`src/pkg/iod_pkg.sv`:
```
// Constants for the instruction operand decoder.
// Assumes a 14-bit instruction word and a 128-entry operand register file.
`default_nettype none
package iod_pkg;
  localparam int IOD_WORD_W = 14;
  localparam int IOD_ADDR_W = 7;
  localparam int IOD_DATA_W = 8;
  // Field positions within the instruction word
  localparam int IOD_F_LSB  = 0;
  localparam int IOD_D_POS  = 7;
  localparam int IOD_B_LSB  = 7;
  localparam int IOD_K8_LSB = 0;
  localparam int IOD_K11_LSB = 0;
  localparam logic [1:0] IOD_CLS_BYTE = 2'h0;
  localparam logic [1:0] IOD_CLS_BIT  = 2'h1;
  localparam logic [1:0] IOD_CLS_CALL = 2'h2;
  localparam logic [1:0] IOD_CLS_LIT  = 2'h3;
  // Oscillator periods per instruction cycle
  localparam int IOD_PHASES = 4;
  // Address of the second port register
  localparam logic [6:0] IOD_PORT2_ADDR = 7'h06;
  localparam logic [7:0] IOD_W_RESET = 8'h00;
  localparam logic [13:0] IOD_NOP_WORD = 14'h0000;

  typedef enum logic [3:0] {
    IOD_Q1 = 4'b0001,
    IOD_Q2 = 4'b0010,
    IOD_Q3 = 4'b0100,
    IOD_Q4 = 4'b1000
  } iod_phase_t;
endpackage
`default_nettype wire

```
`src/design/iod_core.sv`:
```
// Instruction operand decoder and four-phase execution sequencer.
// Assumes program memory presents instrWord steadily during a whole cycle;
// instrValid marks a word ready at the start of an instruction cycle.
`default_nettype none
////////////////////////////////////////////////////////////////////////////////
// Functional notes
// [RL1] d=0 result to accumulator, d=1 file
// [RL2] File field addresses registers 0x00-0x7F
// [RL3] Bit field picks one of eight bits
// [RL4] Literal is eight or eleven bits
// [RL5] Instruction cycle equals four oscillator periods
// [RL6] Taken branch adds a trailing no-op cycle
// [RL7] Every file operand is read first
// [RL8] Port register access clears change condition
// [RL9] Don't-care bits never affect behaviour
// [RL10] Words are 14 bits: opcode plus operands
// [RL11] Field layout follows external encoding table
module iod_core
  import iod_pkg::*;
#(
  parameter int WORD_W = IOD_WORD_W
) (
  input  wire logic              ref_clk,
  input  wire logic              arst_n,
  input  wire logic [WORD_W-1:0] instrWord,
  input  wire logic              instrValid,
  input  wire logic              branchTaken,
  input  wire logic [3:0]        aluOp,
  output logic                   cycleStart,
  output logic      [3:0]        phase,
  output logic      [7:0]        accum,
  output logic      [10:0]       literal11,
  output logic      [7:0]        literal8,
  output logic                   inNopCycle,
  output logic                   portReadStrobe,
  output logic      [7:0]        fileOperand
);
  ////////////////////////////////////////////////////////////////////////////
  logic rstMeta;
  logic rstSync;

  always_ff @(posedge ref_clk or negedge arst_n) begin
    if (!arst_n) begin
      rstMeta <= 1'b0;
      rstSync <= 1'b0;
    end else begin
      rstMeta <= 1'b1;
      rstSync <= rstMeta;
    end
  end

  ////////////////////////////////////////////////////////////////////////////
  // Field extraction; only named fields are read so stray bits do nothing
  function automatic logic [1:0] word_class(input logic [13:0] w);
    return w[13:12]; // see [RL10] see [RL11]
  endfunction

  logic [13:0] word;

  assign word = instrWord[13:0]; // see [RL10]

  ////////////////////////////////////////////////////////////////////////////
  iod_phase_t state;
  iod_phase_t next_state;

  always_comb begin
    case (state)
      IOD_Q1:  next_state = IOD_Q2;
      IOD_Q2:  next_state = IOD_Q3;
      IOD_Q3:  next_state = IOD_Q4;
      IOD_Q4:  next_state = IOD_Q1;
      default: next_state = IOD_Q1;
    endcase
  end

  always_ff @(posedge ref_clk or negedge arst_n) begin
    if (!arst_n) begin
      state <= IOD_Q1;
    end else if (!rstSync) begin
      state <= IOD_Q1;
    end else begin
      state <= next_state; // see [RL5]
    end
  end

  assign phase      = state;
  assign cycleStart = rstSync && (state == IOD_Q1);

  ////////////////////////////////////////////////////////////////////////////
  // Latched instruction for the cycle; a flushed cycle runs as no-op
  logic [13:0] curWord;
  logic        flushNext;

  always_ff @(posedge ref_clk or negedge arst_n) begin
    if (!arst_n) begin
      curWord    <= IOD_NOP_WORD;
      inNopCycle <= 1'b0;
      flushNext  <= 1'b0;
    end else if (cycleStart) begin
      inNopCycle <= flushNext || !instrValid;
      curWord    <= (flushNext || !instrValid) ? IOD_NOP_WORD : word; // see [RL6]
      flushNext  <= 1'b0;
    end else if (state == IOD_Q4 && !inNopCycle && branchTaken) begin
      flushNext <= 1'b1; // see [RL6]
    end
  end

  logic [1:0] curCls;
  logic [6:0] curAddr;
  logic [2:0] curBit;
  logic       curDest;
  logic       curFile;

  assign curCls  = word_class(curWord);
  assign curAddr = curWord[IOD_F_LSB +: IOD_ADDR_W]; // see [RL2] see [RL9]
  assign curBit  = curWord[IOD_B_LSB +: 3]; // see [RL3]
  // Bit ops always write back to the file register
  assign curDest = (curCls == IOD_CLS_BIT) ? 1'b1 : curWord[IOD_D_POS]; // see [RL1]
  assign curFile = !inNopCycle
                   && ((curCls == IOD_CLS_BYTE) || (curCls == IOD_CLS_BIT)); // see [RL7]

  ////////////////////////////////////////////////////////////////////////////
  // Register file: read in Q2, data back in Q3, write in Q4
  logic [7:0] rfData;
  logic [7:0] result;
  logic       rfWr;

  iod_regfile #(
    .ADDR_W (IOD_ADDR_W),
    .DATA_W (IOD_DATA_W)
  ) uRegfile (
    .clk    (ref_clk),
    .rdAddr (curAddr),
    .rdData (rfData),
    .wrEn   (rfWr),
    .wrAddr (curAddr),
    .wrData (result)
  );

  always_ff @(posedge ref_clk or negedge arst_n) begin
    if (!arst_n) begin
      fileOperand <= 8'h00;
    end else if (state == IOD_Q3 && curFile) begin
      fileOperand <= rfData; // see [RL7]
    end
  end

  // Read is performed even for write-only ops, so port reads fire here
  always_ff @(posedge ref_clk or negedge arst_n) begin
    if (!arst_n) begin
      portReadStrobe <= 1'b0;
    end else begin
      portReadStrobe <= (state == IOD_Q2) && curFile && (curAddr == IOD_PORT2_ADDR); // see [RL8]
    end
  end

  ////////////////////////////////////////////////////////////////////////////
  // Operation; aluOp stands in for the external opcode table
  always_comb begin
    case (curCls)
      IOD_CLS_BIT: begin
        result = aluOp[0] ? (fileOperand | (8'h01 << curBit))
                          : (fileOperand & ~(8'h01 << curBit)); // see [RL3]
      end
      IOD_CLS_BYTE: begin
        case (aluOp)
          4'h0:    result = 8'h00;
          4'h1:    result = fileOperand + accum;
          4'h2:    result = fileOperand & accum;
          4'h3:    result = fileOperand | accum;
          4'h4:    result = fileOperand ^ accum;
          4'h5:    result = ~fileOperand;
          4'h6:    result = fileOperand + 8'h01;
          4'h7:    result = fileOperand - 8'h01;
          4'h8:    result = accum;
          default: result = fileOperand;
        endcase
      end
      default: result = curWord[IOD_K8_LSB +: 8]; // see [RL4]
    endcase
  end

  assign rfWr = (state == IOD_Q4) && curFile && curDest; // see [RL1]

  always_ff @(posedge ref_clk or negedge arst_n) begin
    if (!arst_n) begin
      accum <= IOD_W_RESET;
    end else if (state == IOD_Q4 && !inNopCycle) begin
      if (curFile && !curDest) begin
        accum <= result; // see [RL1]
      end else if (curCls == IOD_CLS_LIT) begin
        accum <= result;
      end
    end
  end

  always_ff @(posedge ref_clk or negedge arst_n) begin
    if (!arst_n) begin
      literal8  <= 8'h00;
      literal11 <= 11'h000;
    end else if (state == IOD_Q2 && !inNopCycle) begin
      literal8  <= curWord[IOD_K8_LSB +: 8]; // see [RL4]
      literal11 <= curWord[IOD_K11_LSB +: 11]; // see [RL4]
    end
  end
endmodule
`default_nettype wire

```
`src/design/iod_regfile.sv`:
```
// Operand register file, 8-bit words, registered read data.
// Assumes one read and one write per instruction cycle from the decoder.
`default_nettype none
module iod_regfile
  import iod_pkg::*;
#(
  parameter int ADDR_W = 7,
  parameter int DATA_W = 8
) (
  input  wire logic              clk,
  input  wire logic [ADDR_W-1:0] rdAddr,
  output logic      [DATA_W-1:0] rdData,
  input  wire logic              wrEn,
  input  wire logic [ADDR_W-1:0] wrAddr,
  input  wire logic [DATA_W-1:0] wrData
);
  logic [DATA_W-1:0] mem [0:(1<<ADDR_W)-1];

  always_ff @(posedge clk) begin
    if (wrEn) begin
      mem[wrAddr] <= wrData;
    end
    rdData <= mem[rdAddr];
  end
endmodule
`default_nettype wire

```
`config.mk`:
```
export PLATFORM = sky130hd
export DESIGN_NAME = iod_core
export DESIGN_NICKNAME = d
export VERILOG_FILES = /design/src/pkg/iod_pkg.sv /design/src/design/iod_core.sv /design/src/design/iod_regfile.sv
export SDC_FILE = /design/constraint.sdc
export NUM_CORES = 1
export LEC_CHECK = 0
export BUFFER_PORTS_ARGS = -buffer_cell sky130_fd_sc_hd__buf_4
export CAP_MARGIN = 20
export CORE_MARGIN = 10
export CORE_UTILIZATION = 30
export CTS_CLUSTER_SIZE = 12
export DETAILED_ROUTE_END_ITERATION = 10
export HOLD_SLACK_MARGIN = 0.12
export SYNTH_ARGS = -nofsm -noshare
export SYNTH_HDL_FRONTEND = slang
export SYNTH_HIERARCHICAL = 1
export SYNTH_SLANG_ARGS = --single-unit
export TNS_END_PERCENT = 20
```
`constraint.sdc`:
```
create_clock -name ref_clk -period 9.85 [get_ports ref_clk]
set_input_delay 1.4775 -clock ref_clk [delete_from_list [all_inputs] [get_ports ref_clk]]
set_output_delay 1.4775 -clock ref_clk [all_outputs]
set_load 0.01 [all_outputs]
```
* Word level (Yosys, flattened, before mapping) *
Memory sizes are Yosys's and may differ from the RTL's. A register that Yosys moved wholly into a read port is not among the register bits.
Cells that the tools add are included.

storage, ports and cells
  input bits = 22
  memories kept = 1
  output and inout port bits = 42
  bits in writable memories = 1,024
  bits in read-only memories = 0
  bits in registers = 58
  bits in latches = 0

cells by class
  multiply operators = 0
  div/mod/pow operators = 0
  reductions and logical operators = 21
  equal/unequal tests = 15
  $add $sub $neg = 3
  $lt $le $gt $ge = 0
  shift operators = 1
  bitwise operators = 7
  mux-type cells = 13

memory list
  memory        depth  bits a word  read ports  clocked after memory_dff  wr ports  line               text
  uRegfile.mem  128    8            1           1                         1         iod_regfile.sv:17  logic [DATA_W-1:0] mem [0:(1<<ADDR_W)-1];

operators by type and width
  kind                                                                 number
  8-bit case mux with 9 select lines                                   1
  8-bit two-way mux                                                    3
  4-bit by 3-bit == test with 1-bit output (second input constant)     5
  8-bit AND                                                            2
  8-bit inverter                                                       2
  8-bit OR                                                             2
  8-bit case mux with 2 select lines                                   1
  14-bit two-way mux                                                   1
  4-bit by 2-bit == test with 1-bit output (second input constant)     3
  4-bit case mux with 3 select lines                                   1
  1-bit logical AND                                                    11
  8-bit by 1-bit adder with 8-bit output (second input constant)       1
  8-bit adder                                                          1
  4-bit by 1-bit == test with 1-bit output (second input constant)     2
  4-bit == test (second input constant)                                2
  1-bit by 3-bit left shift with 8-bit output (first input constant)   1
  8-bit by 1-bit subtractor with 8-bit output (second input constant)  1
  8-bit XOR                                                            1
  7-bit by 3-bit == test with 1-bit output (second input constant)     1
  1-bit two-way mux                                                    5
  4-bit logical NOT                                                    1
  4-bit two-way mux                                                    1
  2-bit nonzero test                                                   2
  1-bit logical NOT                                                    3
  other kinds (5)                                                      6

* Depth between registers and ports, before layout *
  depth after elaboration = 7
  depth in mapped cells = 12

* Cells and area by module *
Netlist, hierarchy kept.

by module, submodules not included
  module       area an instance (um^2)  cells each  instances
  iod_regfile  39,665.5                 1,635       1
  iod_core     3,634.7                  410         1

* Worst setup path before layout *
OpenSTA, ideal clock, no wires.

  kind = input -> register
  from = input port aluOp[3]
  to = memory uRegfile.mem[0][1], data pin
  library setup time = 1,197 ps
  stages on the path = 11
  required time = 8,653 ps
  arrival = 8,200 ps
  slack = 453 ps
  path through = buf_2 nand3b_4 nor2_1 a21o_1 fa_1 inv_1 a22o_1 a221oi_1 o21ai_0 a22oi_1 o21ai_0

on the way
  cells in the longest elaborated chain, start to end = 3
  elaborated cells on any way between the ends = 11
  classes of those cells = 8 x eq/ne; 2 x mux; 1 x reduce/logical

ends and longest elaborated chain
  element                                      line               text
  start: declaration                           iod_core.sv:28     input wire logic [3:0] aluOp,
  4-bit == test, or another cell as far along  iod_core.sv:166    case (aluOp)
  8-bit case mux with 9 select lines (*)       iod_core.sv:166
  8-bit case mux with 2 select lines (*)       iod_core.sv:160    case (curCls)
  via result[1]                                iod_core.sv:125    logic [7:0] result;
  end: declaration                             iod_regfile.sv:17

The timed path passes the listed nets; every way through them passes the cells marked *.

* Worst setup path after layout *
  from = input port aluOp[3]
  to = memory uRegfile.mem[116][3], data pin

The elaborated chain is that of the path after synthesis.

==> metrics.md <==
| Metric | Value |
|---|---|
| Number of synthesized flops with an enable pin | 1024 |
| Placement Setup Slack | 3.87 ns |
| Vias in the first global route | 21433 |
| CP Capture Type | flip-flop |
| Top_reg_cell synth | edfxtp_1 |
| Slew Viols, Final | 0 |
| Tcrit/Tclk final | 0.523 |
| Post-CTS resize count | 0 |
| Met1 usage | 0.164 |
| GR peak layer | met2 |
| Max Fclk | 194 MHz |
| Routability-driven placement congestion ratio | 0.812 |
| Largest net degree at the start of global routing | 151 |
| Startpoint Class | primary input |
| Seq cells post-synth | 1081 |
| Reg2reg setup slack | 4.92 ns |
| Seq/Total Area, Yosys | 0.742 |
| Type of the worst setup path | in2reg |
| Req. time, crit path | 10.20 ns |
| Initial drt markers | 2149 |
| DIE AREA | 0.160 sq mm |
| Row count | 139 |
| CTS sink cnt | 1081 |
| Status | complete, no violations |
| Synth warn | 6 |
| Most common cell in the netlist | edfxtp_1 |
| Area delta synth->final | 14.2% |
| Slew @ Worst Pin | 1.11 ns |
| Initial Util | 0.302 |
| Synth top area share | 0.710 |
| Arr. time, crit path | 5.50 ns |
| Port bufs | 62 |
| Clock Tree Root | clkbuf_16 |
| Grt met3 use | 0.0261 |
| CTS tree | built |
| Tot GR Track Use | 0.122 |
| Mapped Avg Cell Area | 21.2 sq um |
| Met2 usage | 0.200 |
| Core Util, Final | 0.345 |
| Residual DRC count | 0 |
| RSZ-0062 raised after global routing | no |
| Via/cell ratio | 5.06 |
| TritonCTS buffer count | 111 |
| Drt pass-1 iters | 5 |
| Worst Hold Depth | 0 |
| Post-CTS Setup Inserts | 0 |
| Register Area | 0.0322 sq mm |
| Worst skew pair latency | 0.69 ns |
| Via Count | 20914 |
| # IOs | 64 |
| # fillers | 13179 |
| Routed Antenna Nets | 0 |
| Multi-input gate area | 0.0106 sq mm |
| Setup WS post-layout | 4.70 ns |
| Initial antenna violation count | 3 |
| Synthesized area | 0.0433 sq mm |
| Slew margin rel. | 0.257 |
| Total Wirelength | 99100 microns |
| Distinct cells, synth | 67 |
| Die X | 400 microns |
| Hold bufs inserted after CTS | 0 |
| VDD IR-drop max | 0.000173 V |
| CTS max path bufs | 3 |
| Post-Syn Instances | 2045 |
| Clock transition at path regs | 0.06 ns |
| Remaining Overflow, GRT | 0 |
| Number of max-cap violations | 0 |
| Worst Hold Class | reg2reg |
| Final hold violations | 0 |
| Top area cells in the synthesized netlist | edfxtp_1 71%, mux4_2 17%, dfrtp_1 2.8%, nor2_1 1.3%, mux2_2 0.88% |
| Placed wire-length estimate | 60100 microns |
| Ys async rst share | 0.0453 |
| Final min period | 5.15 ns |
| H-tree level count | 3 |
| Drt wl/cell | 23.9 microns |
| Post-Syn Nets | 2093 |
| Die height | 400 microns |
| Post-synth top area cell | edfxtp_1 |
| Core box area | 0.143 sq mm |
| Layout cells sized above 1 | 0.288 |
| Final Skew | 0.0253 ns |
| Maximum fanout along the worst path | 92 |
| First-pass GRT wire length | 146000 microns |
| Final net count | 2200 |
| Setup_tns | 0 ns |
| R2r worst-path depth | 6 |
| Leak | 15.2 nW |
| Top cells by count, synth | 1024 x edfxtp_1, 336 x mux4_2, 148 x nor2_1 |
| Final setup vio count | 0 |
| Pwr per Cell Area | 255 mW/mm^2 |
==> routing by layer <==
metal,share of wire,routed length (microns)
met1,0.41,40600
met2,0.49,48300
met3,0.080,7920
met4,0.023,2270
met5,0,0
==> through the flow <==
step	std cells	total power, mW	instance area (sq um)	hold WS, ns
2_1_floorplan	2045	7.83	43300	0.331
3_3_place_gp	3932	8.79	46000	0.336
3_5_place_dp	3937	8.89	46000	0.342
4_1_cts	4131	12.7	49300	0.355
5_1_grt	4137	13.1	49500	0.356
6_report	4137	12.6	49500	0.353
==> cells in the final DEF (no fill, tap or decap), types with 21 or more instances in the layout <==
master,netlist,routed
a21oi_1,24,21
inv_1,23,23
nor2_1,148,148
mux4_2,336,336
buf_4,21,105
nand3_1,30,30
clkbuf_1,55,36
edfxtp_1,1024,1024
o21ai_0,22,21
nand2_1,59,59
dfrtp_1,48,44
mux2_2,34,34
clkbuf_16,0,112
ha_1,25,25
==> cell type report <==
cell class                      instances  share of cell area
Sequential cell                      1081               0.650
Multi-Input combinational cell        823               0.214
Clock buffer                          153              0.0608
Tap cell                             1903              0.0481
Timing Repair Buffer                  112              0.0186
Clock inverter                         41             0.00625
Inverter                               23             0.00175
Antenna cell                            1           0.0000506
==> worst max-delay path, cell delays in order <==
cell and delay [ns]:
buf_4 0.20, nand3b_4 0.23, nor2_1 0.39, a21o_1 0.18, inv_1 0.05, ha_1 0.26, nor2b_1 0.14, o31a_1 0.28
a2111oi_0 0.69, o41ai_1 0.14, o211ai_1 0.11, buf_4 0.42, buf_4 0.82
==> report_power, final <==
part | switching [mW] | internal, mW | total [mW]
Combinational | 1.77 | 1.19 | 2.96
Sequential | 0.183 | 5.64 | 5.82
Clock | 1.66 | 2.17 | 3.83
==> state kept, by name, indices dropped and copies added (netlist names), 4 cells and up <==
signal / flops
uRegfile/rdData: 8
fileOperand: 8
uRegfile/mem: 1024
curWord: 13
literal11: 11
phase: 4
accum: 8
==> final timing paths <==
kind	start	endpoint
worst max-delay path	aluOp[3]	uRegfile/mem[116][3]
worst min-delay path	rstMeta	rstSync
worst max register to register	curWord[2]	uRegfile/rdData[4]
worst min register to register	rstMeta	rstSync
max in group asynchronous	arst_n	curWord[2]
min in group asynchronous	arst_n	accum[2]
==> logic make-up (layout without fill, tap and decap cells) <==
family,count (synthesis),after routing,share of synthesized area
simple gates,315,315,0.0338
xor+xnor,4,4,0.000809
fa+ha+maj,26,26,0.00769
compound gates,103,103,0.0160
other cells,1,2,0.0000866
flops,1081,1081,0.742
mux,374,374,0.185
buf+inv,141,329,0.0148
Note: power is estimated with default switching activity, not from simulation.
